## config.mk

```make
export PLATFORM = sky130hd
export DESIGN_NAME = ui_arbiter
export DESIGN_NICKNAME = d
export VERILOG_FILES = /design/src/rtl/ui_arbiter_pkg.sv /design/src/rtl/sync2.sv /design/src/rtl/ui_arbiter.sv
export VERILOG_INCLUDE_DIRS = /design/src /design/src/rtl
export SDC_FILE = /design/constraint.sdc
export NUM_CORES = 1
export LEC_CHECK = 0
export BUFFER_PORTS_ARGS = -buffer_cell sky130_fd_sc_hd__buf_2
export CORE_MARGIN = 2
export CORE_UTILIZATION = 30
export CTS_CLUSTER_SIZE = 12
export DETAILED_ROUTE_END_ITERATION = 16
export HOLD_SLACK_MARGIN = 0.1
export PLACE_DENSITY = 0.48
export SKIP_CTS_REPAIR_TIMING = 1
export SYNTH_ARGS = -nofsm -noshare
export SYNTH_HDL_FRONTEND = slang
export SYNTH_SLANG_ARGS = --single-unit
```

## constraint.sdc

```tcl
create_clock -name clk -period 4.6 [get_ports clk]
set_input_delay 0.46 -clock clk [delete_from_list [all_inputs] [get_ports clk]]
set_output_delay 0.46 -clock clk [all_outputs]
set_load 0.01 [all_outputs]
```

## src/rtl/ui_arbiter_cfg.svh

```systemverilog
// constants for the operator interface arbiter: offsets, fields, resets, timing
// assumes 100 MHz system clock and byte-addressed 32-bit classic Wishbone
`ifndef UI_ARBITER_CFG_SVH
`define UI_ARBITER_CFG_SVH

// register byte offsets
`define OFS_CTRL        8'h00
`define OFS_PW_LO       8'h04
`define OFS_PW_HI       8'h08
`define OFS_STATUS      8'h0C

// control register fields
`define CTRL_PROT_LSB   0
`define CTRL_PANEL_BIT  2
`define CTRL_REL_BIT    3

// protection choices
`define PROT_NONE       2'h0
`define PROT_COM        2'h1
`define PROT_MODEM      2'h2
`define PROT_BOTH       2'h3

// reset values
`define RST_PROT        2'h0
`define RST_PANEL_EN    1'b1
`define RST_PW          64'h0000_0000_0000_0000

// interface indices
`define IF_PANEL        2'h0
`define IF_COM          2'h1
`define IF_MODEM        2'h2
`define IF_SHELF        2'h3

// password layout
`define PW_LEN          8
`define PW_CHARS        7'h42

// timing
`define CLK_PERIOD_NS   40'd10
`define IDLE_TIME_S     40'd300
`define PW_TIME_S       40'd300
`define IDLE_CYCLES     (`IDLE_TIME_S * 40'd1000000000 / `CLK_PERIOD_NS)
`define PW_CYCLES       (`PW_TIME_S * 40'd1000000000 / `CLK_PERIOD_NS)
`define CNT_W           36

`endif

```

## src/rtl/ui_arbiter_pkg.sv

```systemverilog
// types for the operator interface arbiter
// assumes ui_arbiter_cfg.svh for widths
`default_nettype none
`include "ui_arbiter_cfg.svh"

package ui_arbiter_pkg;

  typedef enum logic [2:0] {
    ST_ACTIVE = 3'b001,
    ST_FREE   = 3'b010,
    ST_PASSWD = 3'b100
  } arb_state_t;

  typedef enum logic [2:0] {
    KEY_OTHER   = 3'h0,
    KEY_UP      = 3'h1,
    KEY_DOWN    = 3'h2,
    KEY_LEFT    = 3'h3,
    KEY_RIGHT   = 3'h4,
    KEY_DONE    = 3'h5,
    KEY_RELEASE = 3'h6
  } key_t;

  typedef enum logic [2:0] {
    MSG_NONE      = 3'h0,
    MSG_MENU      = 3'h1,
    MSG_IN_USE    = 3'h2,
    MSG_AVAILABLE = 3'h3,
    MSG_RELEASED  = 3'h4,
    MSG_PROMPT    = 3'h5,
    MSG_INVALID   = 3'h6
  } msg_t;

  typedef struct packed {
    arb_state_t            state;
    logic [3:0]            active;
    logic [1:0]            owner;
    logic [`CNT_W-1:0]     cnt;
    logic [2:0]            cursor;
    logic [7:0][6:0]       entry;
    logic [3:0][2:0]       msg;
    logic [3:0]            key_prev;
    logic [3:0]            link_prev;
    logic [1:0]            prot;
    logic                  panel_en;
    logic [7:0][7:0]       pw;
    logic                  ack;
    logic [31:0]           rdat;
  } arb_regs_t;

endpackage

`default_nettype wire

```

## src/rtl/sync2.sv

```systemverilog
// two-stage synchroniser for a bus of independent levels
// assumes each bit is a level that stays long enough to be sampled
`timescale 1ns/10ps
`default_nettype none

module sync2 #(
  parameter int W = 1
) (
  input  wire logic         clk,
  input  wire logic         reset,
  input  wire logic [W-1:0] d,
  output logic      [W-1:0] q
);

  logic [W-1:0] meta_q;

  always_ff @(posedge clk) begin
    if (reset) begin
      meta_q <= '0;
      q      <= '0;
    end else begin
      meta_q <= d;
      q      <= meta_q;
    end
  end

endmodule

`default_nettype wire

```

## src/rtl/ui_arbiter.sv

```systemverilog
// operator interface arbiter: one of panel, console, modem or shelf port holds control
// assumes pin inputs asynchronous to clk; registers on classic Wishbone
//
// Behaviour
// - panel, console, modem (standalone) and shelf port (carrier) can each take control.
// - at most one interface active; input from others never changes control, only their own message.
// - reset makes the front panel the active interface.
// - download in progress or terminal link failure forces the panel active.
// - five idle minutes on the active interface release it for others.
// - release command frees control and shows released on that interface.
// - connection break on the active interface frees control.
// - taking control shows the top-level menu on the new interface.
// - input on an inactive interface while control is held shows in-use.
// - after release none is active until input; waiting interfaces see available.
// - protection setting none, console, modem or both; default none.
// - a protected port gets control only after a correct password.
// - passwords up to 8 characters; protected access prompts for one.
// - password characters are digits, letters, hash, hyphen, period, slash.
// - stored password defaults to nulls; empty entry then completes at once.
// - stored password never shown; only the entry cursor, starting at first place.
// - cursor moves right only over an entered character; left is not destructive.
// - password not completed within five minutes ends the session.
// - wrong password shows invalid and withholds control.
// - panel display and input gate, enabled by default.
//
// Decided for this implementation: the register addresses and register access over Wishbone.
`timescale 1ns/10ps
`default_nettype none
`include "ui_arbiter_cfg.svh"

module ui_arbiter
  import ui_arbiter_pkg::*;
#(
  parameter logic [`CNT_W-1:0] IDLE_CYC = `CNT_W'(`IDLE_CYCLES),
  parameter logic [`CNT_W-1:0] PW_CYC   = `CNT_W'(`PW_CYCLES)
) (
  input  wire logic        clk,
  input  wire logic        reset,
  input  wire logic        wb_cyc_i,
  input  wire logic        wb_stb_i,
  input  wire logic        wb_we_i,
  input  wire logic [7:0]  wb_adr_i,
  input  wire logic [3:0]  wb_sel_i,
  input  wire logic [31:0] wb_dat_i,
  output logic      [31:0] wb_dat_o,
  output logic             wb_ack_o,
  input  wire logic [3:0]  key_req,
  input  wire logic [11:0] key_code,
  input  wire logic [3:0]  link_up,
  input  wire logic        download_active,
  input  wire logic        term_link_fail,
  input  wire logic        carrier_mounted,
  output logic      [3:0]  active_if,
  output logic      [1:0]  owner_if,
  output logic      [2:0]  pw_cursor,
  output logic      [11:0] iface_msg,
  output logic             panel_display_gate
);
  import ui_arbiter_pkg::*;

  localparam int SW = 23;

  arb_regs_t     r_q;
  arb_regs_t     r_d;
  logic [SW-1:0] sync_s;
  logic [3:0]    kreq_s;
  logic [11:0]   kcode_s;
  logic [3:0]    link_s;
  logic          dl_s;
  logic          fail_s;
  logic          carrier_s;

  // every pin level through two flops; codes ride with their request
  sync2 #(.W(SW)) u_sync (
    .clk   (clk),
    .reset (reset),
    .d     ({key_req, key_code, link_up, download_active, term_link_fail, carrier_mounted}),
    .q     (sync_s)
  );

  assign {kreq_s, kcode_s, link_s, dl_s, fail_s, carrier_s} = sync_s;

  // entry index to character: 0 null, 1..66 the accepted set
  function automatic logic [7:0] idx_to_char(input logic [6:0] idx);
    logic [7:0] c;
    c = 8'h00;
    if (idx >= 7'h01 && idx <= 7'h0A) c = 8'h30 + {1'b0, idx} - 8'h01;
    else if (idx >= 7'h0B && idx <= 7'h24) c = 8'h61 + {1'b0, idx} - 8'h0B;
    else if (idx >= 7'h25 && idx <= 7'h3E) c = 8'h41 + {1'b0, idx} - 8'h25;
    else if (idx == 7'h3F) c = 8'h23;
    else if (idx == 7'h40) c = 8'h2D;
    else if (idx == 7'h41) c = 8'h2E;
    else if (idx == 7'h42) c = 8'h2F;
    return c;
  endfunction

  // null or one of the accepted password characters
  function automatic logic char_ok(input logic [7:0] c);
    return (c == 8'h00) || (c >= 8'h30 && c <= 8'h39) || (c >= 8'h61 && c <= 8'h7A) ||
           (c >= 8'h41 && c <= 8'h5A) || c == 8'h23 || c == 8'h2D || c == 8'h2E || c == 8'h2F;
  endfunction

  function automatic logic [2:0] code_at(input logic [11:0] codes, input logic [1:0] i);
    logic [2:0] k;
    case (i)
      2'h0:    k = codes[2:0];
      2'h1:    k = codes[5:3];
      2'h2:    k = codes[8:6];
      default: k = codes[11:9];
    endcase
    return k;
  endfunction

  function automatic logic [3:0] onehot4(input logic [1:0] i);
    return 4'h1 << i;
  endfunction

  logic [3:0] usable;
  logic [3:0] key_hit;
  logic [3:0] conn_up;
  logic [3:0] conn_dn;
  logic [3:0] req;
  logic [1:0] req_idx;
  logic       req_any;
  logic       own_key;
  logic [2:0] own_code;
  logic       protected_req;
  logic       pw_match;
  logic       wr;
  logic       rd;
  logic [5:0] widx;

  always_comb begin
    r_d     = r_q;
    r_d.ack = 1'b0;

    // port set follows how the unit is mounted
    usable[`IF_PANEL] = r_q.panel_en;
    usable[`IF_COM]   = 1'b1;
    usable[`IF_MODEM] = !carrier_s;
    usable[`IF_SHELF] = carrier_s;

    // a rising request is one press; unusable ports are deaf
    key_hit     = kreq_s & ~r_q.key_prev & usable;
    conn_up     = link_s & ~r_q.link_prev & usable;
    conn_dn     = ~link_s & r_q.link_prev;
    // the panel has no connection that can break
    conn_dn[`IF_PANEL] = 1'b0;
    r_d.key_prev  = kreq_s;
    r_d.link_prev = link_s;
    req = key_hit | conn_up;

    // lowest index wins when several ask in one cycle
    req_any = |req;
    req_idx = 2'h0;
    for (int i = 3; i >= 0; i--) begin
      if (req[i]) req_idx = 2'(i);
    end

    own_key  = key_hit[r_q.owner];
    own_code = code_at(kcode_s, r_q.owner);

    protected_req = (req_idx == `IF_COM   && r_q.prot[0]) ||
                    (req_idx == `IF_MODEM && r_q.prot[1]);

    // untouched places stay null and match a null stored char
    pw_match = 1'b1;
    for (int i = 0; i < `PW_LEN; i++) begin
      if (idx_to_char(r_q.entry[i]) != r_q.pw[i]) pw_match = 1'b0;
    end

    // bus access, taken in the cycle before ack
    wr   = wb_cyc_i && wb_stb_i && wb_we_i && !r_q.ack;
    rd   = wb_cyc_i && wb_stb_i && !wb_we_i && !r_q.ack;
    widx = wb_adr_i[7:2];
    r_d.ack = wb_cyc_i && wb_stb_i && !r_q.ack;
    if (rd) begin
      case ({widx, 2'b00})
        `OFS_CTRL:   r_d.rdat = {29'h0, r_q.panel_en, r_q.prot};
        `OFS_STATUS: r_d.rdat = {19'h0, carrier_s, r_q.cursor, r_q.owner, r_q.state, r_q.active};
        default:     r_d.rdat = 32'h0000_0000;
      endcase
    end
    if (wr && {widx, 2'b00} == `OFS_CTRL && wb_sel_i[0]) begin
      r_d.prot     = wb_dat_i[`CTRL_PROT_LSB +: 2];
      r_d.panel_en = wb_dat_i[`CTRL_PANEL_BIT];
    end
    // bytes outside the password set are dropped one by one
    for (int b = 0; b < 4; b++) begin
      if (wr && wb_sel_i[b] && char_ok(wb_dat_i[b*8 +: 8])) begin
        if ({widx, 2'b00} == `OFS_PW_LO) r_d.pw[b]   = wb_dat_i[b*8 +: 8];
        if ({widx, 2'b00} == `OFS_PW_HI) r_d.pw[b+4] = wb_dat_i[b*8 +: 8];
      end
    end

    // one counter serves both the idle and the entry timeout
    r_d.cnt = r_q.cnt + `CNT_W'(1);

    case (r_q.state)
      ST_ACTIVE: begin
        // others only ever see in-use while control is held, except a disabled panel, which shows none
        for (int i = 0; i < 4; i++) begin
          if (req[i] && 2'(i) != r_q.owner) r_d.msg[i] = MSG_IN_USE;
        end
        if (own_key) begin
          r_d.cnt = '0;
        end
        if ((own_key && own_code == KEY_RELEASE) ||
            (wr && {widx, 2'b00} == `OFS_CTRL && wb_sel_i[0] && wb_dat_i[`CTRL_REL_BIT])) begin
          r_d.state  = ST_FREE;
          r_d.active = 4'h0;
          r_d.msg    = {4{MSG_AVAILABLE}};
          r_d.msg[r_q.owner] = MSG_RELEASED;
        end else if (!own_key && r_q.cnt >= IDLE_CYC - `CNT_W'(1)) begin
          r_d.state  = ST_FREE;
          r_d.active = 4'h0;
          r_d.msg    = {4{MSG_AVAILABLE}};
          r_d.msg[r_q.owner] = MSG_RELEASED;
        end else if (conn_dn[r_q.owner]) begin
          r_d.state  = ST_FREE;
          r_d.active = 4'h0;
          r_d.msg    = {4{MSG_AVAILABLE}};
          r_d.msg[r_q.owner] = MSG_NONE;
        end
      end
      ST_FREE: begin
        // nobody active: the first asker takes over or is prompted
        r_d.cnt = '0;
        if (req_any && protected_req) begin
          r_d.state  = ST_PASSWD;
          r_d.owner  = req_idx;
          r_d.cursor = 3'h0;
          r_d.entry  = '0;
          r_d.msg[req_idx] = MSG_PROMPT;
        end else if (req_any) begin
          r_d.state  = ST_ACTIVE;
          r_d.owner  = req_idx;
          r_d.active = onehot4(req_idx);
          r_d.msg    = {4{MSG_IN_USE}};
          r_d.msg[req_idx] = MSG_MENU;
        end
      end
      ST_PASSWD: begin
        // timeout or a break leaves nobody active
        for (int i = 0; i < 4; i++) begin
          if (req[i] && 2'(i) != r_q.owner) r_d.msg[i] = MSG_IN_USE;
        end
        if (r_q.cnt >= PW_CYC - `CNT_W'(1) || conn_dn[r_q.owner]) begin
          r_d.state  = ST_FREE;
          r_d.entry  = '0;
          r_d.cursor = 3'h0;
          r_d.msg    = {4{MSG_AVAILABLE}};
          r_d.msg[r_q.owner] = MSG_NONE;
        end else if (own_key) begin
          case (own_code)
            KEY_UP: begin
              r_d.entry[r_q.cursor] = (r_q.entry[r_q.cursor] >= `PW_CHARS) ? 7'h01
                                      : r_q.entry[r_q.cursor] + 7'h01;
            end
            KEY_DOWN: begin
              r_d.entry[r_q.cursor] = (r_q.entry[r_q.cursor] <= 7'h01) ? `PW_CHARS
                                      : r_q.entry[r_q.cursor] - 7'h01;
            end
            KEY_LEFT: begin
              if (r_q.cursor != 3'h0) r_d.cursor = r_q.cursor - 3'h1;
            end
            KEY_RIGHT: begin
              if (r_q.entry[r_q.cursor] != 7'h00 && r_q.cursor != 3'h7) begin
                r_d.cursor = r_q.cursor + 3'h1;
              end
            end
            KEY_DONE: begin
              // the entry is wiped whatever the outcome
              r_d.entry  = '0;
              r_d.cursor = 3'h0;
              if (pw_match) begin
                r_d.state  = ST_ACTIVE;
                r_d.active = onehot4(r_q.owner);
                r_d.cnt    = '0;
                r_d.msg    = {4{MSG_IN_USE}};
                r_d.msg[r_q.owner] = MSG_MENU;
              end else begin
                r_d.state = ST_FREE;
                r_d.msg   = {4{MSG_AVAILABLE}};
                r_d.msg[r_q.owner] = MSG_INVALID;
              end
            end
            default: begin
              r_d.cnt = r_q.cnt + `CNT_W'(1);
            end
          endcase
        end
      end
      default: begin
        r_d.state = ST_FREE;
      end
    endcase

    if (!r_q.panel_en) r_d.msg[`IF_PANEL] = MSG_NONE;

    // download or link failure overrides all else each cycle
    if (dl_s || fail_s) begin
      r_d.state  = ST_ACTIVE;
      r_d.owner  = `IF_PANEL;
      r_d.active = onehot4(`IF_PANEL);
      r_d.cnt    = '0;
      r_d.entry  = '0;
      r_d.cursor = 3'h0;
      if (r_q.state != ST_ACTIVE || r_q.owner != `IF_PANEL) begin
        r_d.msg = {4{MSG_IN_USE}};
        r_d.msg[`IF_PANEL] = MSG_MENU;
      end
    end
  end

  // reset hands control back to the panel
  always_ff @(posedge clk) begin
    if (reset) begin
      r_q          <= '0;
      r_q.state    <= ST_ACTIVE;
      r_q.owner    <= `IF_PANEL;
      r_q.active   <= 4'h1;
      r_q.msg      <= {MSG_IN_USE, MSG_IN_USE, MSG_IN_USE, MSG_MENU};
      r_q.prot     <= `RST_PROT;
      r_q.panel_en <= `RST_PANEL_EN;
      r_q.pw       <= `RST_PW;
      r_q.ack      <= 1'b0;
      r_q.rdat     <= 32'h0000_0000;
      r_q.cursor   <= 3'h0;
    end else begin
      r_q <= r_d;
    end
  end

  // registered outputs, straight from the state
  assign wb_dat_o           = r_q.rdat;
  assign wb_ack_o           = r_q.ack;
  assign active_if          = r_q.active;
  assign owner_if           = r_q.owner;
  assign pw_cursor          = r_q.cursor;
  assign iface_msg          = r_q.msg;
  assign panel_display_gate = r_q.panel_en;

endmodule

`default_nettype wire

```

### Word level (Yosys, flattened, before mapping)

Cells that the tools add are included.

| operators by class | value |
|---|---|
| $add $sub $neg | 53 |
| $lt $le $gt $ge | 81 |
| equality and inequality tests | 92 |
| shift operators | 2 |
| mux-type cells | 133 |
| bitwise logic cells | 14 |
| reductions and logical operators | 130 |

Operator list:

| kind | number |
|---|---|
| $mux 6 | 32 |
| $mux 8 | 24 |
| $eq 7x7->1 const B | 24 |
| $pmux 56 s3 | 1 |
| $mux 36 | 4 |
| $add 7x7->8 const A | 16 |
| $eq 8x6->1 const B | 16 |
| $pmux 59 s2 | 1 |
| $bwmux 56 | 2 |
| $le 7x6->1 const B | 16 |
| $mux 12 | 9 |
| $pmux 36 s3 | 1 |
| $mux 107 | 1 |
| $mux 71 | 1 |
| $logic_and 1x1->1 | 66 |
| $add 6x7->8 const A | 8 |
| $ge 8x7->1 const B | 8 |
| $le 8x7->1 const B | 8 |
| $ne 8x8->1 | 8 |
| $sub 8x1->8 const B | 8 |
| $sub 8x4->8 const B | 8 |
| $sub 8x6->8 const B | 8 |
| $mux 7 | 9 |
| $mux 59 | 1 |
| 68 further kinds | 225 |

| storage, ports and cells | value |
|---|---|
| bits in registers | 270 |
| word-level logic and storage cells | 538 |

### Longest topological paths before layout

| depth | value |
|---|---|
| word-level depth | 25 |
| mapped depth | 20 |
| depth with buffers taken out | 18 |

### Modules after synthesis

From an unflattened synthesis, not the netlist that was laid out.

| second synthesis, totals | value |
|---|---|
| cell total of the unflattened synthesis | 2422 |
| area total of the unflattened synthesis | 19473.7 um^2 |

By module, submodules not included:

| module | times used | cells an instance | area each (um^2) | seq. area each (um^2) |
|---|---|---|---|---|
| ui_arbiter | 1 | 2326 | 18243.7 | 4103.9 |
| sync2 | 1 | 96 | 1229.9 | 920.9 |

### Worst setup path before layout

Ideal clock, no wire load.

| timing path | value |
|---|---|
| kind | reg2reg |
| from | register r_q[129] (netlist name) |
| to | register r_q, in the netlist iface_msg[3] |
| setup time | 130 ps |
| arrival time | 4450 ps |
| required time | 4470 ps |
| slack | 20 ps |
| cell stages (with the launch flop) | 20 |
| buffers on the path | 1 |
| period minus slack after synthesis | 4580 ps |
| cell sequence | dfxtp_1 > clkbuf_1 > inv_1 > ha_1 > a21boi_0 > a22o_1 > nor2_1 > a2111oi_0 > o21bai_1 > or4_1 > nor4_1 > nand4_1 > or4_1 > ha_1 > nand2_1 > o21ai_0 > nand2_1 > o21ai_0 > a221oi_1 > a21oi_1 |

| on the way | value |
|---|---|
| cells in the longest elaborated chain, start to end | 23 |
| elaborated cells on any way between the ends | 41 |

Ends and longest elaborated chain:

| element | RTL line | RTL |
|---|---|---|
| start: declaration | ui_arbiter.sv:63 | `arb_regs_t r_q;` |
| start signal: assignment | ui_arbiter.sv:331 | `r_q <= r_d;` |
| branches (longest 7 deep; another with $add 7x7->8) | -- |  |
| $mux 8 * | ui_arbiter.sv:87 | `if (idx >= 7'h01 && idx <= 7'h0A) c = 8'h30 + {1'b0, idx} - 8'h01;` |
| $ne 8x8->1 * | ui_arbiter.sv:169 | `if (idx_to_char(r_q.entry[i]) != r_q.pw[i]) pw_match = 1'b0;` |
| $mux 1 * (7 in series) | ui_arbiter.sv:169 |  |
| $mux 12 * | ui_arbiter.sv:276 | `if (pw_match) begin` |
| $mux 12 * | ui_arbiter.sv:255 | `case (own_code)` |
| $mux 107 * | ui_arbiter.sv:254 | `end else if (own_key) begin` |
| $mux 71 * | ui_arbiter.sv:248 | `` if (r_q.cnt >= PW_CYC - `CNT_W'(1) \|\| conn_dn[r_q.owner]) begin `` |
| $pmux 12 s3 * | ui_arbiter.sv:199 | `case (r_q.state)` |
| $mux 12 | ui_arbiter.sv:309 | `` if (r_q.state != ST_ACTIVE \|\| r_q.owner != `IF_PANEL) begin `` |
| $mux 12 * | ui_arbiter.sv:302 | `if (dl_s \|\| fail_s) begin` |

Mark *: on every way between the ends. The select of a mux whose other input is x is not followed.
A chain may end at the register's enable or synchronous reset.

### Worst setup path after layout

| timing path | value |
|---|---|
| from | register r_q[122] (netlist name) |
| to | register r_q, in the netlist iface_msg[7] |

| on the way | value |
|---|---|
| cells in the longest elaborated chain, start to end | 24 |
| elaborated cells on any way between the ends | 42 |

Ends and longest elaborated chain:

| element | RTL line |
|---|---|
| branches (longest 7 deep; another with $add 7x7->8) | -- |
| $mux 8 * | ui_arbiter.sv:87 |
| $ne 8x8->1 * | ui_arbiter.sv:169 |
| $mux 1 * (8 in series) | ui_arbiter.sv:169 |
| $mux 12 * | ui_arbiter.sv:276 |
| $mux 12 * | ui_arbiter.sv:255 |
| $mux 107 * | ui_arbiter.sv:254 |
| $mux 71 * | ui_arbiter.sv:248 |
| $pmux 12 s3 * | ui_arbiter.sv:199 |
| $mux 12 | ui_arbiter.sv:309 |
| $mux 12 * | ui_arbiter.sv:302 |

Marked as above.

==> flow_summary.yaml <==
final_layout:
  fin_area_sq_um: 25000
  final.fill_count: 6559
  antenna_cells: 0
  fin_util: 0.395
  fin_cells: 3713
  regArea_sq_um: 5030
  nets: 3049
  syn2layout_area_growth_pct: 29.7
  drive_above_1_share: 0.257
  multi_input_area_sq_um: 13600
synthesis:
  ys.flop_type: "dfxtp_1"
  yosysSeqAreaShare: 0.261
  syn_area_per_cell_sq_um: 7.97
  synth_common_cells: "251 x dfxtp_1, 251 x nor2_1, 150 x nand2_1, 132 x ha_1, 129 x a21oi_1"
  ys_warn_count: 0
  synthMuxAreaShare: 0.0516
  synth-simple-area-share: 0.244
  async_flop_share: 0
  synth_top_area_share: 0.261
  yosys.area_share.xor_xnor: 0.0422
  synth-compound-area-share: 0.252
  synth_fa_ha_area_frac: 0.0867
  synth_cells: 2419
  ys_ff_latch: 251
  synth_top_family_by_area: "compound AO/OA/AOI/OAI gates"
  synth-edff-count: 0
  netlist_top_cells_area: "dfxtp_1 26%, ha_1 8.6%, nor2_1 4.9%"
  synth_top_area_cell: "dfxtp_1"
  ys_types: 102
  netlist_area_sq_um: 19300
hold_path:
  hp-start: "wb_stb_i"
  worst_hold_path_type: "input pin to flip-flop"
sta:
  slew_violations: 0
  final.setup_skew_ns: 0.0481
  hold_violations: 0
  slew_headroom: 0.269
  grt_setup_unrepaired: "yes"
  fmax_mhz: 215
  setup_tns_ns: -0.0793
  timing.final.crit_period_ns: 4.65
  hold_ws_ns: 0.124
  timing.final.crit_share: 1.01
  worst_slack_ns: -0.0510
  tightest_slew_ns: 1.08
  setup_viol_count_final: 3
cts:
  cts_tree: "done"
  clkTransAtPathRegs_ns: 0.06
  insertion_delay_ns: 0.62
  max-clock-path-buffers: 3
  numClockSinks: 251
  htreeDepth: 1
  clockRootBuffer: "clkbuf_16"
  cts_inserted_buffers: 31
worst_setup_path:
  critPathLaunchType: "flip-flop"
  worst-setup-path-type: "flip-flop to flip-flop"
  startpoint: "r_q[122]"
  end_kind: "flip-flop"
  crit_family: "compound AO/OA/AOI/OAI gates"
  critPathBufInv: 6
  crit_chain: "buf_6 > ha_1 > a221o_1 > o211ai_1 > buf_4 > o221ai_2 > a32oi_2 > buf_4 > xor2_2 > buf_6 > nand4_1 > nor4_2 > buf_4 > nand4_1 > or4_4 > inv_2 > ha_1 > nand2_1 > o211ai_1 > o21ai_0 > a221oi_1 > o21ai_0"
  crit_path_frequent_cell: "buf_4"
  r2r_start: "r_q[122]"
  crit_required_ns: 5.09
  worst_path_max_delay_cell: "or4_4"
  max_stage_delay_ns: 0.69
  cp_max_fo: 8
  arrival_ns: 5.14
placed_design:
  dp_slack_ns: -0.379
  placedCellCount: 3625
  post_dp_cell_area_sq_um: 23200
  portBuffers: 105
  gp_congestion: 0.970
  dpl.hpwl_microns: 59500
power_and_ir_drop:
  seqPwrFrac: 0.403
  swShare: 0.294
  p_comb_frac: 0.146
  power_density_nw_per_um2: 227
  p_leak_nw: 10.6
  max-vdd-ir-drop_mv: 0.368
  pwr-share-clk: 0.451
  p_sw_mw: 1.67
  internal_power_mw: 4.00
  power_mw: 5.67
grt:
  gr-total-overflow: 0
  grt_pass1_vias: 19220
  grt_first_pass_wirelength_microns: 114000
  antenna_found_initial: 6
  grt_max_degree: 95
  grt_use_total: 0.216
die:
  rows: 92
  fp.dieW_microns: 258
  core_sq_um: 63300
  die_area_sq_um: 66300
  die_height_microns: 258
  initial_core_util: 0.305
  ioPinCount: 127
status:
  status: "complete, but fails checks"
  violations: "setup timing"
routing:
  drt_iter0_drc: 1419
  wl_microns: 75100
  wire_per_inst_microns: 20.2
  drt-pass1-iter-count: 6
  drc_errors: 0
  drtAntennaViolNets: 0
  vias_per_cell: 5.45
  vias: 20234
run:
  cap_violations: 0
## per-layer routing
metal,part of all wire,GRT usage
met1,0.44,0.286
met2,0.47,0.368
met3,0.056,0.0288
met4,0.031,0.0601
met5,0.00057,0
## state kept, by name, indices dropped and copies added, names as in the netlist
name / count
pw_cursor: 3
iface_msg: 12
wb_dat_o: 13
wb_ack_o: 1
owner_if: 2
r_q: 169
u_sync.q: 23
panel_display_gate: 1
active_if: 4
u_sync.meta_q: 23
## final timing paths
kind,slack (ns),endpoint,depth (start not counted)
max,-0.05,iface_msg[7],22
min,0.12,wb_ack_o,3
max reg2reg,-0.05,iface_msg[7],22
min reg2reg,0.43,u_sync.q[9],1
## final cells by class
class                           count  area share
Multi-Input combinational cell   1925       0.542
Sequential cell                   251       0.201
Timing Repair Buffer              560       0.161
Tap cell                          846      0.0423
Clock buffer                       39      0.0334
Inverter                           75      0.0113
Clock inverter                     17     0.00890
## logic make-up (layout without fill, tap and decap cells)
kind of cell	count (synthesis)	in the layout
mux	87	87
fa+ha+maj	133	133
other cells	1	19
xor+xnor	93	93
flops	251	251
compound gates	692	692
simple gates	901	901
buf+inv	261	691
## power groups by stage
stage | Combinational (mW) | Sequential [mW] | Clock, mW
2_1_floorplan | 0.557 | 2.30 | 0
3_3_place_gp | 0.797 | 2.33 | 0
3_5_place_dp | 0.797 | 2.33 | 0
4_1_cts | 0.799 | 2.28 | 2.61
5_1_grt | 0.896 | 2.29 | 2.71
6_report | 0.829 | 2.28 | 2.56
## cell usage in the layout (no fill, tap or decap), types with 11 or more instances in the layout
cell	count
a211o_1	15
or3_1	22
and2_1	12
a211oi_1	18
buf_2	104
nor4_1	14
inv_1	67
xnor2_1	42
o31ai_1	20
clkbuf_16	31
a21o_1	19
ha_1	123
nor3_1	67
nand4_1	39
o211ai_1	24
o21a_1	22
a22oi_1	75
dlygate4sd3_1	23
nand2_1	148
buf_4	427
mux2i_1	68
o22ai_1	15
nor2_1	249
o21ai_1	21
and3_1	20
conb_1	19
and4_1	11
xor2_1	49
o21ai_0	114
a31oi_1	25
nor2b_1	98
dfxtp_1	245
a221o_1	12
nand3_1	75
nand2b_1	43
a21oi_1	127
or2_2	11
o221ai_1	17
## worst reg2reg max path: stages, from the launching register on
cell and delay, ns:
dfxtp_2 0.34, buf_6 0.14, ha_1 0.19, a221o_1 0.34, o211ai_1 0.18, buf_4 0.16, o221ai_2 0.10, a32oi_2 0.26
buf_4 0.16, xor2_2 0.17, buf_6 0.15, nand4_1 0.12, nor4_2 0.29, buf_4 0.16, nand4_1 0.13, or4_4 0.69
inv_2 0.16, ha_1 0.16, nand2_1 0.05, o211ai_1 0.09, o21ai_0 0.10, a221oi_1 0.28, o21ai_0 0.12
Note: power is estimated with default switching activity, not from simulation.
